## config.mk

```make
export PLATFORM = sky130hd
export DESIGN_NAME = pfc_host
export DESIGN_NICKNAME = d
export VERILOG_FILES = /design/src/core/pfc_pkg.sv /design/src/core/pfc_strobe.sv /design/src/core/pfc_host.sv
export VERILOG_INCLUDE_DIRS = /design/src /design/src/core
export SDC_FILE = /design/constraint.sdc
export NUM_CORES = 1
export LEC_CHECK = 0
export BUFFER_PORTS_ARGS = -buffer_cell sky130_fd_sc_hd__buf_2
export CORE_MARGIN = 4
export CORE_UTILIZATION = 59
export DETAILED_ROUTE_END_ITERATION = 7
export PLACE_DENSITY = 0.82
export SYNTH_ARGS = -nofsm -noshare
export SYNTH_HDL_FRONTEND = slang
export SYNTH_SLANG_ARGS = --single-unit
```

## constraint.sdc

```tcl
create_clock -name core_clk -period 4.45 [get_ports core_clk]
set_input_delay 0.89 -clock core_clk [delete_from_list [all_inputs] [get_ports core_clk]]
set_output_delay 0.89 -clock core_clk [all_outputs]
set_load 0.02 [all_outputs]
```

## src/core/pfc_cfg.svh

```systemverilog
// Constants for the parallel flash host controller.
// Assumes inclusion by bare name from the core folder.
`ifndef PFC_CFG_SVH
`define PFC_CFG_SVH
// Register byte offsets on the Avalon slave
`define PFC_REG_CTRL 4'h0
`define PFC_REG_ADDR 4'h4
`define PFC_REG_DATA 4'h8
`define PFC_REG_STAT 4'hc
// Control field positions
`define PFC_CTRL_GO 0
`define PFC_CTRL_OP_LO 1
`define PFC_CTRL_OP_HI 3
`define PFC_CTRL_WORD 4
`define PFC_CTRL_HV_ID 5
`define PFC_CTRL_HV_RST 6
`define PFC_CTRL_PAGE 7
// Status field positions
`define PFC_STAT_BUSY 0
`define PFC_STAT_DONE 1
`define PFC_STAT_TMO 2
`define PFC_STAT_FAIL 3
// Reset values
`define PFC_CTRL_RST 8'h10
// Command codes sent on the flash bus
`define PFC_UNLOCK1_ADDR 21'h000555
`define PFC_UNLOCK1_DATA 16'h00aa
`define PFC_UNLOCK2_ADDR 21'h0002aa
`define PFC_UNLOCK2_DATA 16'h0055
`define PFC_PROG_DATA 16'h00a0
`define PFC_RESET_DATA 16'h00f0
// Strobe timing
`define PFC_T_ACC_NS 70
`define PFC_T_WP_NS 35
`define PFC_CLK_NS 10
`define PFC_ACC_CYC ((`PFC_T_ACC_NS + `PFC_CLK_NS - 1) / `PFC_CLK_NS)
`define PFC_WP_CYC ((`PFC_T_WP_NS + `PFC_CLK_NS - 1) / `PFC_CLK_NS)
`define PFC_POLL_LIMIT 4000
`endif

```

## src/core/pfc_pkg.sv

```systemverilog
// Types for the parallel flash host controller.
// Assumes nothing beyond a SystemVerilog compiler.
package pfc_pkg;
  typedef enum logic [2:0] {
    PFC_OP_READ,
    PFC_OP_PROGRAM,
    PFC_OP_RESET,
    PFC_OP_HV_ID,
    PFC_OP_PROT_CHK
  } pfc_op_t;
  typedef struct packed {
    logic chip_select_n;
    logic output_enable_n;
    logic write_enable_n;
    logic width_select_n;
    logic [19:0] addr;
  } pfc_pins_t;
endpackage

```

## src/core/pfc_strobe.sv

```systemverilog
// One flash bus cycle: read or write with stretched strobes.
// Assumes a flash whose read and write timings fit the cycle counts.
`include "pfc_cfg.svh"
module pfc_strobe
  import pfc_pkg::*;
#(
  parameter int CYC = `PFC_ACC_CYC
) (
  // Clock and reset
  input wire logic core_clk,
  input wire logic reset_n,
  input wire logic clk_en,
  // Request
  input wire logic start,
  input wire logic is_write,
  output logic busy,
  output logic done,
  // Strobe outputs
  output logic strobe_n,
  output logic sample
);
  logic [7:0] count;
  always_ff @(posedge core_clk or negedge reset_n) begin
    if (!reset_n) begin
      count <= 8'h00;
      strobe_n <= 1'b1;
      done <= 1'b0;
    end else if (clk_en) begin
      done <= 1'b0;
      if (start && count == 8'h00) begin
        count <= 8'(CYC + 1);
        strobe_n <= 1'b0;
      end else if (count == 8'h01) begin
        count <= 8'h00;
        done <= 1'b1;
      end else if (count != 8'h00) begin
        count <= count - 8'h01;
        if (count == 8'h02) begin
          strobe_n <= 1'b1;
        end
      end
    end
  end
  assign busy = count != 8'h00;
  assign sample = !is_write && count == 8'h02;
endmodule

```

## src/core/pfc_host.sv

```systemverilog
// Host controller driving an asynchronous parallel NOR flash.
// Assumes a bench resolving data pins from the output enables.
// Behaviour
// Width select high gives sixteen active data lines.
// Width select low uses eight lines; line fifteen carries the LSB address.
// Chip select high puts the flash in standby, outputs floating.
// After power-up the flash reads array data without commands.
// After embedded program or erase the flash returns to array reads.
// In erase suspend, suspended sectors read status, others array data.
// Host writes reset command after timeout flag or leaving identification; the code writes it only when software issues the reset operation.
// Chip select or output enable high floats the flash outputs.
// High-voltage identification: qualifier low, selects pick maker or part.
// Protect check: sector on high address, select high set, low clear.
// Host drives page line high while reading the maker code.
// Identification also reachable by command without high voltage.
// Program is four writes: two unlocks, set-up, address with data.
// Flash times its own program pulses after the last write.
// Program end releases latched address and resumes array reads.
// During programming status reads show polling and toggle flags.
// Commands written during programming are ignored.
// Program addresses may come in any order, across sectors.
// Programming never turns 0 into 1; only erase can.
// Protected sectors reject program and erase.
// High voltage on hard clear temporarily unprotects sectors.
// Protect every other sector before an unprotect operation.
// High voltage on a pin is modelled by a separate qualifier.
`include "pfc_cfg.svh"
module pfc_host
  import pfc_pkg::*;
#(
  parameter int POLL_LIMIT = `PFC_POLL_LIMIT
) (
  // Clock and reset
  input wire logic core_clk,
  input wire logic reset_n,
  input wire logic clk_en,
  // Avalon-MM slave
  input wire logic [3:0] avs_address,
  input wire logic avs_read,
  input wire logic avs_write,
  input wire logic [31:0] avs_writedata,
  output logic [31:0] avs_readdata,
  output logic avs_waitrequest,
  // Flash pins
  output pfc_pins_t flash_pins,
  output logic [14:0] dq_out,
  output logic dq_oe_n,
  input wire logic [14:0] dq_in,
  output logic upper_data_or_lsb_address_out,
  output logic upper_data_or_lsb_address_oe_n,
  input wire logic upper_data_or_lsb_address_in,
  output logic id_enable_hv,
  output logic hard_clear_hv
);
  typedef enum logic [2:0] {
    ST_IDLE, ST_CYCLE, ST_NEXT, ST_POLL, ST_FIN
  } pfc_state_t;
  pfc_state_t state;
  logic [7:0] ctrl;
  logic [20:0] addr_reg;
  logic [15:0] data_reg;
  logic [15:0] rdata;
  logic busy_f, done_f, tmo_f, fail_f;
  logic [1:0] step;
  logic [15:0] polls;
  logic cyc_start, cyc_done, cyc_sample, strobe_n, cyc_busy;
  logic cyc_write;
  logic [20:0] cyc_addr;
  logic [15:0] cyc_data;
  logic [15:0] bus_in;
  logic prev_toggle;
  pfc_op_t op;
  logic word_mode;
  assign op = pfc_op_t'(ctrl[`PFC_CTRL_OP_HI:`PFC_CTRL_OP_LO]);
  assign word_mode = ctrl[`PFC_CTRL_WORD];
  pfc_strobe #(.CYC(`PFC_ACC_CYC)) u_strobe (
    .core_clk(core_clk),
    .reset_n(reset_n),
    .clk_en(clk_en),
    .start(cyc_start),
    .is_write(cyc_write),
    .busy(cyc_busy),
    .done(cyc_done),
    .strobe_n(strobe_n),
    .sample(cyc_sample)
  );
  // Avalon: one wait cycle on reads, writes answered at once
  logic rd_wait;
  always_ff @(posedge core_clk or negedge reset_n) begin
    if (!reset_n) begin
      rd_wait <= 1'b0;
    end else if (clk_en) begin
      rd_wait <= avs_read && !rd_wait;
    end
  end
  assign avs_waitrequest = (avs_read && !rd_wait) || !clk_en;
  always_ff @(posedge core_clk or negedge reset_n) begin
    if (!reset_n) begin
      avs_readdata <= 32'h00000000;
    end else if (clk_en && avs_read && !rd_wait) begin
      case (avs_address)
        `PFC_REG_CTRL: avs_readdata <= {24'h000000, ctrl};
        `PFC_REG_ADDR: avs_readdata <= {11'h000, addr_reg};
        `PFC_REG_DATA: avs_readdata <= {16'h0000, rdata};
        `PFC_REG_STAT: avs_readdata <= {28'h0000000, fail_f, tmo_f, done_f, busy_f};
        default: avs_readdata <= 32'h00000000;
      endcase
    end
  end
  logic go;
  assign go = avs_write && !avs_waitrequest && avs_address == `PFC_REG_CTRL
    && avs_writedata[`PFC_CTRL_GO] && state == ST_IDLE;
  always_ff @(posedge core_clk or negedge reset_n) begin
    if (!reset_n) begin
      ctrl <= `PFC_CTRL_RST;
      addr_reg <= 21'h000000;
      data_reg <= 16'h0000;
    end else if (clk_en && avs_write && !avs_waitrequest && !busy_f) begin
      case (avs_address)
        `PFC_REG_CTRL: ctrl <= {avs_writedata[7:1], 1'b0};
        `PFC_REG_ADDR: addr_reg <= avs_writedata[20:0];
        `PFC_REG_DATA: data_reg <= avs_writedata[15:0];
        default: ;
      endcase
    end
  end
  // Bus cycle sequencing per operation
  always_comb begin
    cyc_write = 1'b0;
    cyc_addr = addr_reg;
    cyc_data = data_reg;
    case (op)
      PFC_OP_PROGRAM: begin
        cyc_write = state != ST_POLL;
        case (step)
          2'd0: begin cyc_addr = `PFC_UNLOCK1_ADDR; cyc_data = `PFC_UNLOCK1_DATA; end
          2'd1: begin cyc_addr = `PFC_UNLOCK2_ADDR; cyc_data = `PFC_UNLOCK2_DATA; end
          2'd2: begin cyc_addr = `PFC_UNLOCK1_ADDR; cyc_data = `PFC_PROG_DATA; end
          default: ;
        endcase
      end
      PFC_OP_RESET: begin
        cyc_write = 1'b1;
        cyc_data = `PFC_RESET_DATA;
      end
      PFC_OP_HV_ID: begin
        cyc_addr = {addr_reg[20:10], 1'b0, ctrl[`PFC_CTRL_PAGE], 1'b0, 1'b0,
          addr_reg[5:2], 1'b0, addr_reg[0]};
      end
      PFC_OP_PROT_CHK: begin
        cyc_addr = {addr_reg[20:10], 1'b0, addr_reg[8:7], 1'b0, addr_reg[5:2],
          2'b10};
      end
      default: ;
    endcase
  end
  // Status polling reuses the read cycle until the program completes
  assign cyc_start = (state == ST_CYCLE || state == ST_POLL) && !cyc_busy && !cyc_done;
  assign bus_in = {upper_data_or_lsb_address_in, dq_in};
  always_ff @(posedge core_clk or negedge reset_n) begin
    if (!reset_n) begin
      state <= ST_IDLE;
      step <= 2'd0;
      polls <= 16'h0000;
      busy_f <= 1'b0;
      done_f <= 1'b0;
      tmo_f <= 1'b0;
      fail_f <= 1'b0;
      rdata <= 16'h0000;
      prev_toggle <= 1'b0;
    end else if (clk_en) begin
      case (state)
        ST_IDLE: begin
          if (go) begin
            state <= ST_CYCLE;
            step <= 2'd0;
            polls <= 16'h0000;
            busy_f <= 1'b1;
            done_f <= 1'b0;
            tmo_f <= 1'b0;
            fail_f <= 1'b0;
          end
        end
        ST_CYCLE: begin
          if (cyc_sample) begin
            rdata <= word_mode ? bus_in : {8'h00, bus_in[7:0]};
          end
          if (cyc_done) begin
            state <= ST_NEXT;
          end
        end
        ST_NEXT: begin
          if (op == PFC_OP_PROGRAM && step != 2'd3) begin
            step <= step + 2'd1;
            state <= ST_CYCLE;
          end else if (op == PFC_OP_PROGRAM) begin
            state <= ST_POLL;
          end else begin
            state <= ST_FIN;
          end
        end
        ST_POLL: begin
          // Status read: toggle flag stable ends it; polling flag unequal to data bit 7 sets fail
          if (cyc_sample) begin
            rdata <= bus_in;
            prev_toggle <= bus_in[6];
            polls <= polls + 16'h0001;
            if (polls != 16'h0000 && bus_in[6] == prev_toggle) begin
              state <= ST_FIN;
              fail_f <= bus_in[7] != data_reg[7];
            end else if (bus_in[5] || polls == 16'(POLL_LIMIT)) begin
              state <= ST_FIN;
              tmo_f <= 1'b1;
              fail_f <= 1'b1;
            end
          end
        end
        ST_FIN: begin
          busy_f <= 1'b0;
          done_f <= 1'b1;
          state <= ST_IDLE;
        end
        default: state <= ST_IDLE;
      endcase
    end
  end
  // Pin drive; data outputs float whenever not writing, except line fifteen which byte mode always drives
  logic active;
  assign active = cyc_busy;
  always_comb begin
    flash_pins.chip_select_n = !active;
    flash_pins.output_enable_n = !(active && !cyc_write) || strobe_n;
    flash_pins.write_enable_n = !(active && cyc_write) || strobe_n;
    flash_pins.width_select_n = word_mode;
    flash_pins.addr = word_mode ? cyc_addr[19:0] : cyc_addr[20:1];
  end
  assign dq_out = cyc_data[14:0];
  assign dq_oe_n = !(active && cyc_write);
  assign upper_data_or_lsb_address_out = word_mode ? cyc_data[15] : cyc_addr[0];
  assign upper_data_or_lsb_address_oe_n = word_mode ? !(active && cyc_write) : 1'b0;
  assign id_enable_hv = op == PFC_OP_HV_ID || op == PFC_OP_PROT_CHK;
  // Software level only; other sectors should be protected beforehand
  assign hard_clear_hv = ctrl[`PFC_CTRL_HV_RST];
endmodule

```

After elaboration in Yosys (flattened, before gate mapping):

Cells that the tools add are included.

* bits in writable memories: 0
* register bits after elaboration: 129
* bits in read-only memories: 0
* memories: 0
* logic and storage cells: 156
* bits in latches: 0
* input bits: 57

* $lt $le $gt $ge: 0
* add/sub/neg operators: 3
* bitwise logic cells: 0
* shifts and indexed selects: 0
* $mul: 0
* divide/modulo/power cells: 0
* eq/ne operators: 29
* reduce and logical (&&, ||, !) cells: 60
* multiplexer cells: 47

Operators by type and width (count)
* $pmux W16 S2: 3
* $pmux W21 S4: 1
* $mux W16: 5
* $pmux W21 S3: 1
* $pmux W16 S3: 1
* $pmux W21 S2: 1
* $mux W8: 3
* $mux W3: 7
* $mux W20: 1
* $logic_and A1 B1 Y1: 18
* $add A16 B1 Y16 const B: 1
* $eq A16 B12 Y1 const B: 1
* $reduce_and A4 Y1: 4
* $reduce_bool A16 Y1: 1
* $mux W1: 15
* $eq A3 B2 Y1 const B: 4
* $ne A2 B2 Y1 const B: 6
* $pmux W3 S4: 1
* $reduce_bool A2 Y1: 6
* $pmux W1 S2: 5
* $reduce_and A5 Y1: 2
* $logic_not A1 Y1: 9
* $eq A4 B4 Y1 const B: 2
* $eq A8 B1 Y1 const B: 1
* other kinds (26): 40

Depth between registers and ports, before layout:

Gate-level depths: netlist of run 1.

* depth in word-level cells: 10
* depth in mapped cells: 8
* mapped depth without buffers: 7

Modules after synthesis:

A second synthesis of run 1 with hierarchy kept.

* cell total of the unflattened synthesis: 640
* area total of the unflattened synthesis: 6545.0 um^2

Modules (own cells, without submodules)
* pfc_host: area an instance 5864.4 um^2, cells an instance 571, instances 1
* pfc_strobe: area an instance 680.7 um^2, cells an instance 69, instances 1

Least setup slack after synthesis of run 1:

No wires, ideal clock.

* kind: register to output
* start: register step[0]
* end: output port flash_pins[1] (netlist name)
* slack: 1408 ps
* buffers on the path: 1
* arrival time: 2152 ps
* cell stages (with the launch flop): 8
* cells stage by stage: dfrtp_1 -> ha_1 -> or3b_4 -> or2_0 -> buf_6 -> nor2_1 -> a21oi_1 -> o21ai_0

RTL lines
* start: declaration: RTL line pfc_host.sv:64 `logic [1:0] step;`
* start signal: assignment: RTL line pfc_host.sv:194 `step <= step + 2'd1;`
* end: declaration: RTL line pfc_host.sv:45 `output pfc_pins_t flash_pins,`

==> flow_metrics.env, run 1 <==
export IMPL_ys_seq_area_share_pct=46.4
export IMPL_initial_core_util_pct=61.1
export IMPL_cts_max_level=4
export IMPL_nNetsFinal=795
export IMPL_drtIter0Drc=345
export IMPL_slew_headroom_pct=37.1
export IMPL_ys_warnings_count=0
export IMPL_worstSetupEndpointType="output pin"
export IMPL_min_period_over_period_pct=89.3
export IMPL_setup_tns_ns=0
export IMPL_cp_max_fo=15
export IMPL_startpoint_type="flip-flop"
export IMPL_worst_slew_pin_slew_ns=0.941
export IMPL_clkPwrFrac_pct=31.7
export IMPL_drt_wl_total_mm=16.4
export IMPL_holdWs_ns=0.455
export IMPL_grt_pass1_wl_mm=26.7
export IMPL_fp_dieW_um=112
export IMPL_max_freq_ghz=0.252
export IMPL_syn_area_per_cell_um2=10.1
export IMPL_tritoncts="yes"
export IMPL_grt_max_degree=69
export IMPL_switchingPower_mw=1.47
export IMPL_cpPeakStageDelay_ns=0.48
export IMPL_cp_required_ns=3.56
export IMPL_cts_buffers=17
export IMPL_setup_viol=0
export IMPL_yosysTopAreaCellShare_pct=45.6
export IMPL_hold_violations=0
export IMPL_root_buffer="clkbuf_8"
export IMPL_synth_edf_count=0
export IMPL_vdd_ir_drop_worst_v=0.000312
export IMPL_rows=37
export IMPL_final_cell_mix="dfrtp_1 (116), buf_2 (110), nand2_1 (75), mux2_2 (59), o21ai_0 (55)"
export IMPL_yosys_most_used_dff="dfrtp_1"
export IMPL_p_sw_share_pct=37.8
export IMPL_areaGrowthSynthToFinish_pct=17.0
export IMPL_arrival_ns=3.08
export IMPL_clkTransAtPathRegs_ns=0.06
export IMPL_vias=5275
export IMPL_antenna_left=0
export IMPL_power_density_nw_per_um2=521
export IMPL_gp_congestion=0.924
export IMPL_grt_usage_pct=26.8
export IMPL_grt_ovfl_total=0
export IMPL_placedCellCount=845
export IMPL_drc=0
export IMPL_stdcell_count=877
export IMPL_pin_count=134
export IMPL_fin_util_pct=71.5
export IMPL_clock_sinks=118
export IMPL_ff2ff_path_depth=5
export IMPL_drive_above_1_share_pct=30.2
export IMPL_synthArstFlopShare_pct=100
export IMPL_power_frac_seq_pct=38.6
export IMPL_synth_top_cell_by_area="dfrtp_1"
export IMPL_syn_inst=631
export IMPL_post_cts_buffers=0
export IMPL_max_cap_violations=0
export IMPL_maxSlewViolCount=0
export IMPL_critPathKind="reg -> out"
export IMPL_post_drt_wl_per_cell_um=18.7
export IMPL_rsz0062_at_grt="no"
export IMPL_ctsResizeCount=0
export IMPL_portBuffers=111
export IMPL_dp_hpwl_mm=11.6
export IMPL_p_leak_nw=3.55
export IMPL_viasPerCell=6.01
export IMPL_num_antenna_cells=0
export IMPL_die_area_um2=12500
export IMPL_antenna_found_initial=0
export IMPL_synthTopCellsByArea="dfrtp_1 (46%), mux2_2 (10%), nand2_1 (4.4%), o21ai_0 (4.3%), mux2i_1 (3.6%)"
export IMPL_p_int_mw=2.41
export IMPL_dr_pass1_iters=5
export IMPL_status="complete, no violations"
export IMPL_die_y_um=112
export IMPL_layout_commonest_cell="dfrtp_1"
export IMPL_first_global_vias=5154
export IMPL_clk_latency_ns=0.53
export IMPL_cts_hold_buf=0
export IMPL_combPwrFrac_pct=29.8
export IMPL_synth_distinct_cells=68
export IMPL_skew_ns=0.00811
export IMPL_min_delay_path_class="in -> async"
export IMPL_power_mw=3.88
export IMPL_ys_seq_elements=118
export IMPL_synthesis_area_um2=6360
export IMPL_period_needed_ns=3.97
export IMPL_crit_chain="ha_1 -> or3b_4 -> or2_0 -> nor2_1 -> a21oi_1 -> o21ai_0 -> buf_2"
export IMPL_clock_path_buffers=2
export IMPL_coreArea_um2=10400
export IMPL_slowest_stage="or3b_4"
worst max-delay path: cells and delay by family, from the launching register on:
kind,cells,cell delay (ns)
flip-flops,1,0.44
buffers and inverters,1,0.21
adder cells (fa/ha/maj),1,0.40
AND/OR/NAND/NOR,3,1.18
AO/OA/AOI/OAI,2,0.32
cell type report:
cell class | instances | area (um2)
clock buffer | 18 | 418
sequential | 118 | 2960
inverter | 15 | 56.3
tap | 136 | 170
multi-input combinational | 461 | 3140
fill | 745 | 2970
timing repair buffer | 115 | 588
clock inverter | 14 | 119
worst paths after layout:
| check | start | end | slack [ns] |
|---|---|---|---|
| max | step[0]$_DFFE_PN0P_ | flash_pins[1] | 0.48 |
| min | reset_n | u_strobe.count[3]$_DFFE_PN0P_ | 0.45 |
| max reg2reg | step[0]$_DFFE_PN0P_ | step[0]$_DFFE_PN0P_ | 1.85 |
| min reg2reg | avs_readdata[13]$_DFFE_PN0P_ | avs_readdata[13]$_DFFE_PN0P_ | 0.48 |
| max in group asynchronous | reset_n | tmo_f$_DFFE_PN0P_ | 3.10 |
| min in group core_clk | avs_readdata[13]$_DFFE_PN0P_ | avs_readdata[13]$_DFFE_PN0P_ | 0.48 |
through the flow:
stage                     setup WS, ns  area [um2]
after floorplan                   1.41        6400
after global placement            1.17        6910
after detailed placement          1.08        6910
after CTS                        0.495        7450
after global routing             0.200        7450
final                            0.476        7450
layer usage:
metal	vias up	wire length, um	track usage, %
met5	-	0	0
met4	0	427	11.2
met3	38	1100	5.92
met2	232	7710	41.0
met1	2559	7150	37.1
li1	2446	-	-
synth_stat cells (all sizes together), types with 2 or more instances:
master / instances
a21oi: 34
a22o: 15
a22oi: 9
a31oi: 4
a41o: 2
and2: 11
and3: 4
and4: 2
buf: 26
clkbuf: 21
dfrtp: 116
dfstp: 2
ha: 10
inv: 15
mux2: 59
mux2i: 23
mux4: 2
nand2: 76
nand2b: 5
nand3: 13
nand3b: 3
nand4: 6
nor2: 39
nor2b: 5
nor3: 7
nor3b: 4
nor4: 5
o21ai: 56
o22ai: 4
o2bb2ai: 2
o31ai: 6
o32ai: 3
o41ai: 4
or2: 3
or3: 9
or3b: 4
xnor2: 3
xor2: 2
cell families after synthesis:
| kind of cell | count (synthesis) | synth area share, % |
|---|---|---|
| XOR/XNOR | 5 | 0.688 |
| AND/OR/NAND/NOR | 202 | 16.4 |
| multiplexers | 84 | 14.8 |
| AO/OA/AOI/OAI | 149 | 14.9 |
| adder cells (fa/ha/maj) | 10 | 1.97 |
| buffers and inverters | 62 | 4.78 |
| other | 1 | 0.0589 |
| flip-flops | 118 | 46.4 |
power by group through the flow:
stage	Sequential (mW)	Combinational, mW	Clock [mW]
CTS	1.49	1.15	1.25
global route	1.52	1.26	1.30
floorplan	1.39	0.890	0
global placement	1.48	1.10	0
detailed placement	1.50	1.14	0
finish	1.50	1.15	1.23
Note: power is estimated with default switching activity, not from simulation.
==> run 2, diff against run 1 <==
--- a/config.mk
+++ b/config.mk
@@ -7,10 +7,12 @@
 export NUM_CORES = 1
 export LEC_CHECK = 0
 export BUFFER_PORTS_ARGS = -buffer_cell sky130_fd_sc_hd__buf_2
+export CELL_PAD_IN_SITES_DETAIL_PLACEMENT = 1
+export CELL_PAD_IN_SITES_GLOBAL_PLACEMENT = 1
 export CORE_MARGIN = 4
-export CORE_UTILIZATION = 59
+export CORE_UTILIZATION = 46
 export DETAILED_ROUTE_END_ITERATION = 7
-export PLACE_DENSITY = 0.82
+export PLACE_DENSITY = 0.83
 export SYNTH_ARGS = -nofsm -noshare
 export SYNTH_HDL_FRONTEND = slang
 export SYNTH_SLANG_ARGS = --single-unit
==> flow_metrics.env, run 2 (synthesis results as in run 1) <==
export IMPL_status="complete, no violations"
export IMPL_power_density_nw_per_um2=537
export IMPL_fin_util_pct=56.3
export IMPL_max_cap_violations=0
export IMPL_initial_core_util_pct=47.5
export IMPL_grt_pass1_wl_mm=32.2
export IMPL_min_period_over_period_pct=88.4
export IMPL_critPathKind="reg -> out"
export IMPL_tritoncts="yes"
export IMPL_period_needed_ns=3.94
export IMPL_max_freq_ghz=0.254
export IMPL_rsz0062_at_grt="no"
export IMPL_pin_count=134
export IMPL_grt_max_degree=60
export IMPL_ff2ff_path_depth=5
export IMPL_layout_commonest_cell="dfrtp_1"
export IMPL_num_antenna_cells=0
export IMPL_setup_viol=0
export IMPL_drtIter0Drc=440
export IMPL_dr_pass1_iters=4
export IMPL_arrival_ns=3.05
export IMPL_clock_path_buffers=2
export IMPL_cts_buffers=17
export IMPL_clock_sinks=118
export IMPL_met2_length_mm=9.77
export IMPL_post_place_ws_ns=1.04
export IMPL_final_cell_mix="dfrtp_1 (116), buf_2 (110), nand2_1 (75), mux2_2 (59), o21ai_0 (55)"
export IMPL_clkTransAtPathRegs_ns=0.06
export IMPL_setup_tns_ns=0
export IMPL_cp_max_fo=15
export IMPL_rows=42
export IMPL_drt_wl_total_mm=20.1
export IMPL_startpoint_type="flip-flop"
export IMPL_fin_ws_ns=0.514
export IMPL_drive_above_1_share_pct=30.5
export IMPL_viasPerCell=5.92
export IMPL_root_buffer="clkbuf_16"
export IMPL_holdWs_ns=0.472
export IMPL_hold_violations=0
export IMPL_dp_hpwl_mm=13.9
export IMPL_drc=0
export IMPL_grt_usage_pct=25.9
export IMPL_ctsResizeCount=0
export IMPL_antenna_left=0
export IMPL_hold_path_depth=2
export IMPL_cts_hold_buf=0
export IMPL_post_cts_buffers=0
export IMPL_highest_layer="met4"
export IMPL_holdPathEnd="avs_readdata[9]$_DFFE_PN0P_"
export IMPL_clk_latency_ns=0.42
export IMPL_vdd_ir_drop_worst_v=0.000314
export IMPL_rrSetupSlack_ns=1.85
export IMPL_timing_rr_end="polls[12]$_DFFE_PN0P_"
export IMPL_grt_ovfl_total=0
export IMPL_fp_dieW_um=126
export IMPL_wl_met1_mm=8.62
export IMPL_worst_slew_pin_slew_ns=0.983
export IMPL_portBuffers=111
export IMPL_maxSlewViolCount=0
export IMPL_vias=5439
export IMPL_post_drt_wl_per_cell_um=21.9
export IMPL_die_y_um=126
export IMPL_p_leak_nw=3.57
export IMPL_worstSetupEndpointType="output pin"
export IMPL_antenna_found_initial=0
export IMPL_cp_required_ns=3.56
export IMPL_min_from="avs_readdata[9]$_DFFE_PN0P_"
export IMPL_first_global_vias=5835
export IMPL_coreArea_um2=13400
export IMPL_route_met3_wl_mm=1.16
export IMPL_slew_headroom_pct=34.3
export IMPL_die_area_um2=15800
export IMPL_min_delay_path_class="reg -> reg"
export IMPL_skew_ns=0.00879
export IMPL_regToRegStartpoint="ctrl[3]$_DFFE_PN0P_"
export IMPL_areaGrowthSynthToFinish_pct=18.6
export IMPL_gp_congestion=0.858
export IMPL_cts_max_level=4
export IMPL_nNetsFinal=796
[run 2: area by class of cell]
type	instances	area, um2
Clock buffer	19	453
Clock inverter	13	124
Fill cell	1544	5850
Inverter	15	56.3
Multi-Input combinational cell	461	3140
Sequential cell	118	2960
Tap cell	176	220
Timing Repair Buffer	116	596
[run 2: layer usage]
metal | GRT usage (%) | vias to the layer above
li1 | - | 2442
met1 | 34.3 | 2756
met2 | 41.7 | 193
met3 | 5.80 | 48
met4 | 9.95 | 0
met5 | 0 | -
[run 2: power breakdown]
| group | internal [mW] | total, mW | switching [mW] |
|---|---|---|---|
| combinational | 0.461 | 1.20 | 0.743 |
| sequential | 1.26 | 1.51 | 0.250 |
| clock | 0.801 | 1.34 | 0.538 |
| total | 2.52 | 4.05 | 1.53 |
[run 2: critical path, cell delays in order, from the launching register on]
cell     delay, ns
dfrtp_1       0.42
ha_1          0.41
or3b_4        0.49
or2_0         0.43
nor2_1        0.34
a21oi_1       0.11
o21ai_0       0.22
buf_2         0.20
[run 2: worst max path at each step]
stage	from	end	slack, ns	depth (start not counted)
detailed placement	step[0]$_DFFE_PN0P_	flash_pins[1]	1.04	7
floorplan	step[0]$_DFFE_PN0P_	flash_pins[1]	1.41	7
finish	step[0]$_DFFE_PN0P_	flash_pins[1]	0.51	7
CTS	step[0]$_DFFE_PN0P_	flash_pins[1]	0.53	7
global placement	step[0]$_DFFE_PN0P_	flash_pins[4]	1.08	7
global route	step[0]$_DFFE_PN0P_	flash_pins[1]	0.32	7
[run 2: per-stage QoR]
step | instance area [um2] | instances | power, mW
after CTS | 7550 | 918 | 4.05
after floorplan | 6400 | 641 | 2.28
after global routing | 7550 | 918 | 4.26
after global placement | 6970 | 886 | 2.62
after detailed placement | 6970 | 886 | 2.69
final | 7550 | 918 | 4.05
==> run 3, diff against run 2 <==
==> constraint.sdc (replaced) <==
create_clock -name core_clk -period 4.45 [get_ports core_clk]
set_input_delay 0.2225 -clock core_clk [delete_from_list [all_inputs] [get_ports core_clk]]
set_output_delay 0.2225 -clock core_clk [all_outputs]
set_load 0.02 [all_outputs]
==> flow_metrics.env, run 3 (synthesis results as in run 1) <==
export IMPL_status="complete, no violations"
export IMPL_setup_viol=0
export IMPL_path_common_cell="nand2_1"
export IMPL_drtIter0Drc=390
export IMPL_regToRegStartpoint="step[0]$_DFFE_PN0P_"
export IMPL_startpoint_type="flip-flop"
export IMPL_slew_headroom_pct=26.9
export IMPL_critPathKind="reg -> out"
export IMPL_cts_buffers=17
export IMPL_pin_count=134
export IMPL_placedCellCount=883
export IMPL_arrival_ns=3.22
export IMPL_worstSetupEndpointType="output pin"
export IMPL_cp_max_fo=15
export IMPL_dp_hpwl_mm=13.9
export IMPL_grt_ovfl_total=0
export IMPL_grt_usage_pct=25.7
export IMPL_ctsResizeCount=0
export IMPL_multiInputGateArea_um2=3140
export IMPL_min_from="avs_writedata[20]"
export IMPL_max_cap_violations=0
export IMPL_seq_area_um2=2960
export IMPL_areaGrowthSynthToFinish_pct=18.2
export IMPL_nNetsFinal=794
export IMPL_skew_ns=0.0105
export IMPL_viasPerCell=5.93
export IMPL_coreArea_um2=13400
export IMPL_cts_max_level=4
export IMPL_min_delay_path_class="in -> reg"
export IMPL_ff2ff_path_depth=5
export IMPL_clkTransAtPathRegs_ns=0.06
export IMPL_die_y_um=126
export IMPL_final_cell_mix="dfrtp_1 (116), buf_2 (110), nand2_1 (75), mux2_2 (59), o21ai_0 (55)"
export IMPL_fp_dieW_um=126
export IMPL_min_period_over_period_pct=77.4
export IMPL_drt_wl_total_mm=19.7
export IMPL_rows=42
export IMPL_dr_pass1_iters=4
export IMPL_rrSetupSlack_ns=1.73
export IMPL_grt_max_degree=68
export IMPL_period_needed_ns=3.44
export IMPL_grt_pass1_wl_mm=32.2
export IMPL_setup_tns_ns=0
export IMPL_p_leak_nw=3.57
export IMPL_maxSlewViolCount=0
export IMPL_clock_sinks=118
export IMPL_first_global_vias=5805
export IMPL_cp_required_ns=4.23
export IMPL_clk_latency_ns=0.42
export IMPL_num_antenna_cells=0
export IMPL_drive_above_1_share_pct=29.7
export IMPL_hold_violations=0
export IMPL_tritoncts="yes"
export IMPL_drc=0
export IMPL_timing_rr_end="step[1]$_DFFE_PN0P_"
export IMPL_antenna_found_initial=0
export IMPL_post_drt_wl_per_cell_um=21.6
export IMPL_worst_slew_pin_slew_ns=1.09
export IMPL_cpPeakStageDelay_ns=0.83
export IMPL_holdWs_ns=0.0326
export IMPL_clock_path_buffers=2
export IMPL_max_freq_ghz=0.290
export IMPL_layout_commonest_cell="dfrtp_1"
export IMPL_die_area_um2=15800
export IMPL_power_mw=4.03
export IMPL_crit_chain="ha_1 -> or3b_4 -> nor2_1 -> nand2_1 -> o21ai_0 -> nand2_1 -> buf_2"
export IMPL_initial_core_util_pct=47.5
export IMPL_portBuffers=111
export IMPL_slowest_stage="nor2_1"
export IMPL_power_density_nw_per_um2=536
export IMPL_antenna_left=0
export IMPL_root_buffer="clkbuf_16"
export IMPL_holdPathEnd="addr_reg[20]$_DFFE_PN0P_"
export IMPL_gp_congestion=0.849
export IMPL_vdd_ir_drop_worst_v=0.000298
export IMPL_hold_path_depth=2
export IMPL_stdcell_count=914
export IMPL_fillers=1551
export IMPL_rsz0062_at_grt="no"
export IMPL_vias=5416
## run 3: worst max-delay path: cells and delay by family (launching register included)
family / cells / cell delay [ns]
AO/OA/AOI/OAI: 1 / 0.14
adder cells (fa/ha/maj): 1 / 0.41
buffers and inverters: 1 / 0.19
AND/OR/NAND/NOR: 4 / 1.62
flip-flops: 1 / 0.43
## run 3: cell type report
type / count / share of cell area [%]
Clock buffer: 21 / 6.12
Tap cell: 176 / 2.93
Inverter: 15 / 0.749
Sequential cell: 118 / 39.3
Timing Repair Buffer: 114 / 7.75
Multi-Input combinational cell: 461 / 41.8
Clock inverter: 9 / 1.38
## run 3: worst max path at each step
stage                                    from            end  slack (ns)
final                     step[0]$_DFFE_PN0P_      dq_out[5]        1.01
after global routing      step[0]$_DFFE_PN0P_      dq_out[7]        0.89
after CTS                 step[0]$_DFFE_PN0P_      dq_out[5]        1.05
after detailed placement  step[0]$_DFFE_PN0P_      dq_out[5]        1.58
after global placement    step[0]$_DFFE_PN0P_      dq_out[7]        1.66
after floorplan           step[0]$_DFFE_PN0P_  flash_pins[1]        2.08
## run 3: timing repair
action,CTS,global route
endpoints found under the hold margin,65,0
setup buffers,0,0
hold buffers,1,0
## run 3: metal layers
layer,GRT usage (%),wire length [um]
met5,0,0
met4,7.59,456
met3,6.18,1290
met2,41.1,9580
met1,34.9,8420
## run 3: metrics by stage
stage / instance area, um2 / util [%] / setup WS, ns
2_1_floorplan: 6400 / - / 2.08
3_3_place_gp: 6950 / 51.8 / 1.66
3_5_place_dp: 6950 / 51.8 / 1.58
4_1_cts: 7520 / 56.1 / 1.05
5_1_grt: 7520 / 56.1 / 0.893
6_report: 7520 / 56.1 / 1.01
## run 3: report_power, final
group          switching (mW)  internal (mW)  leakage (nW)
combinational           0.740          0.459          1.70
clock                   0.482          0.842         0.275
sequential              0.250           1.26          1.59
total                    1.47           2.56          3.57
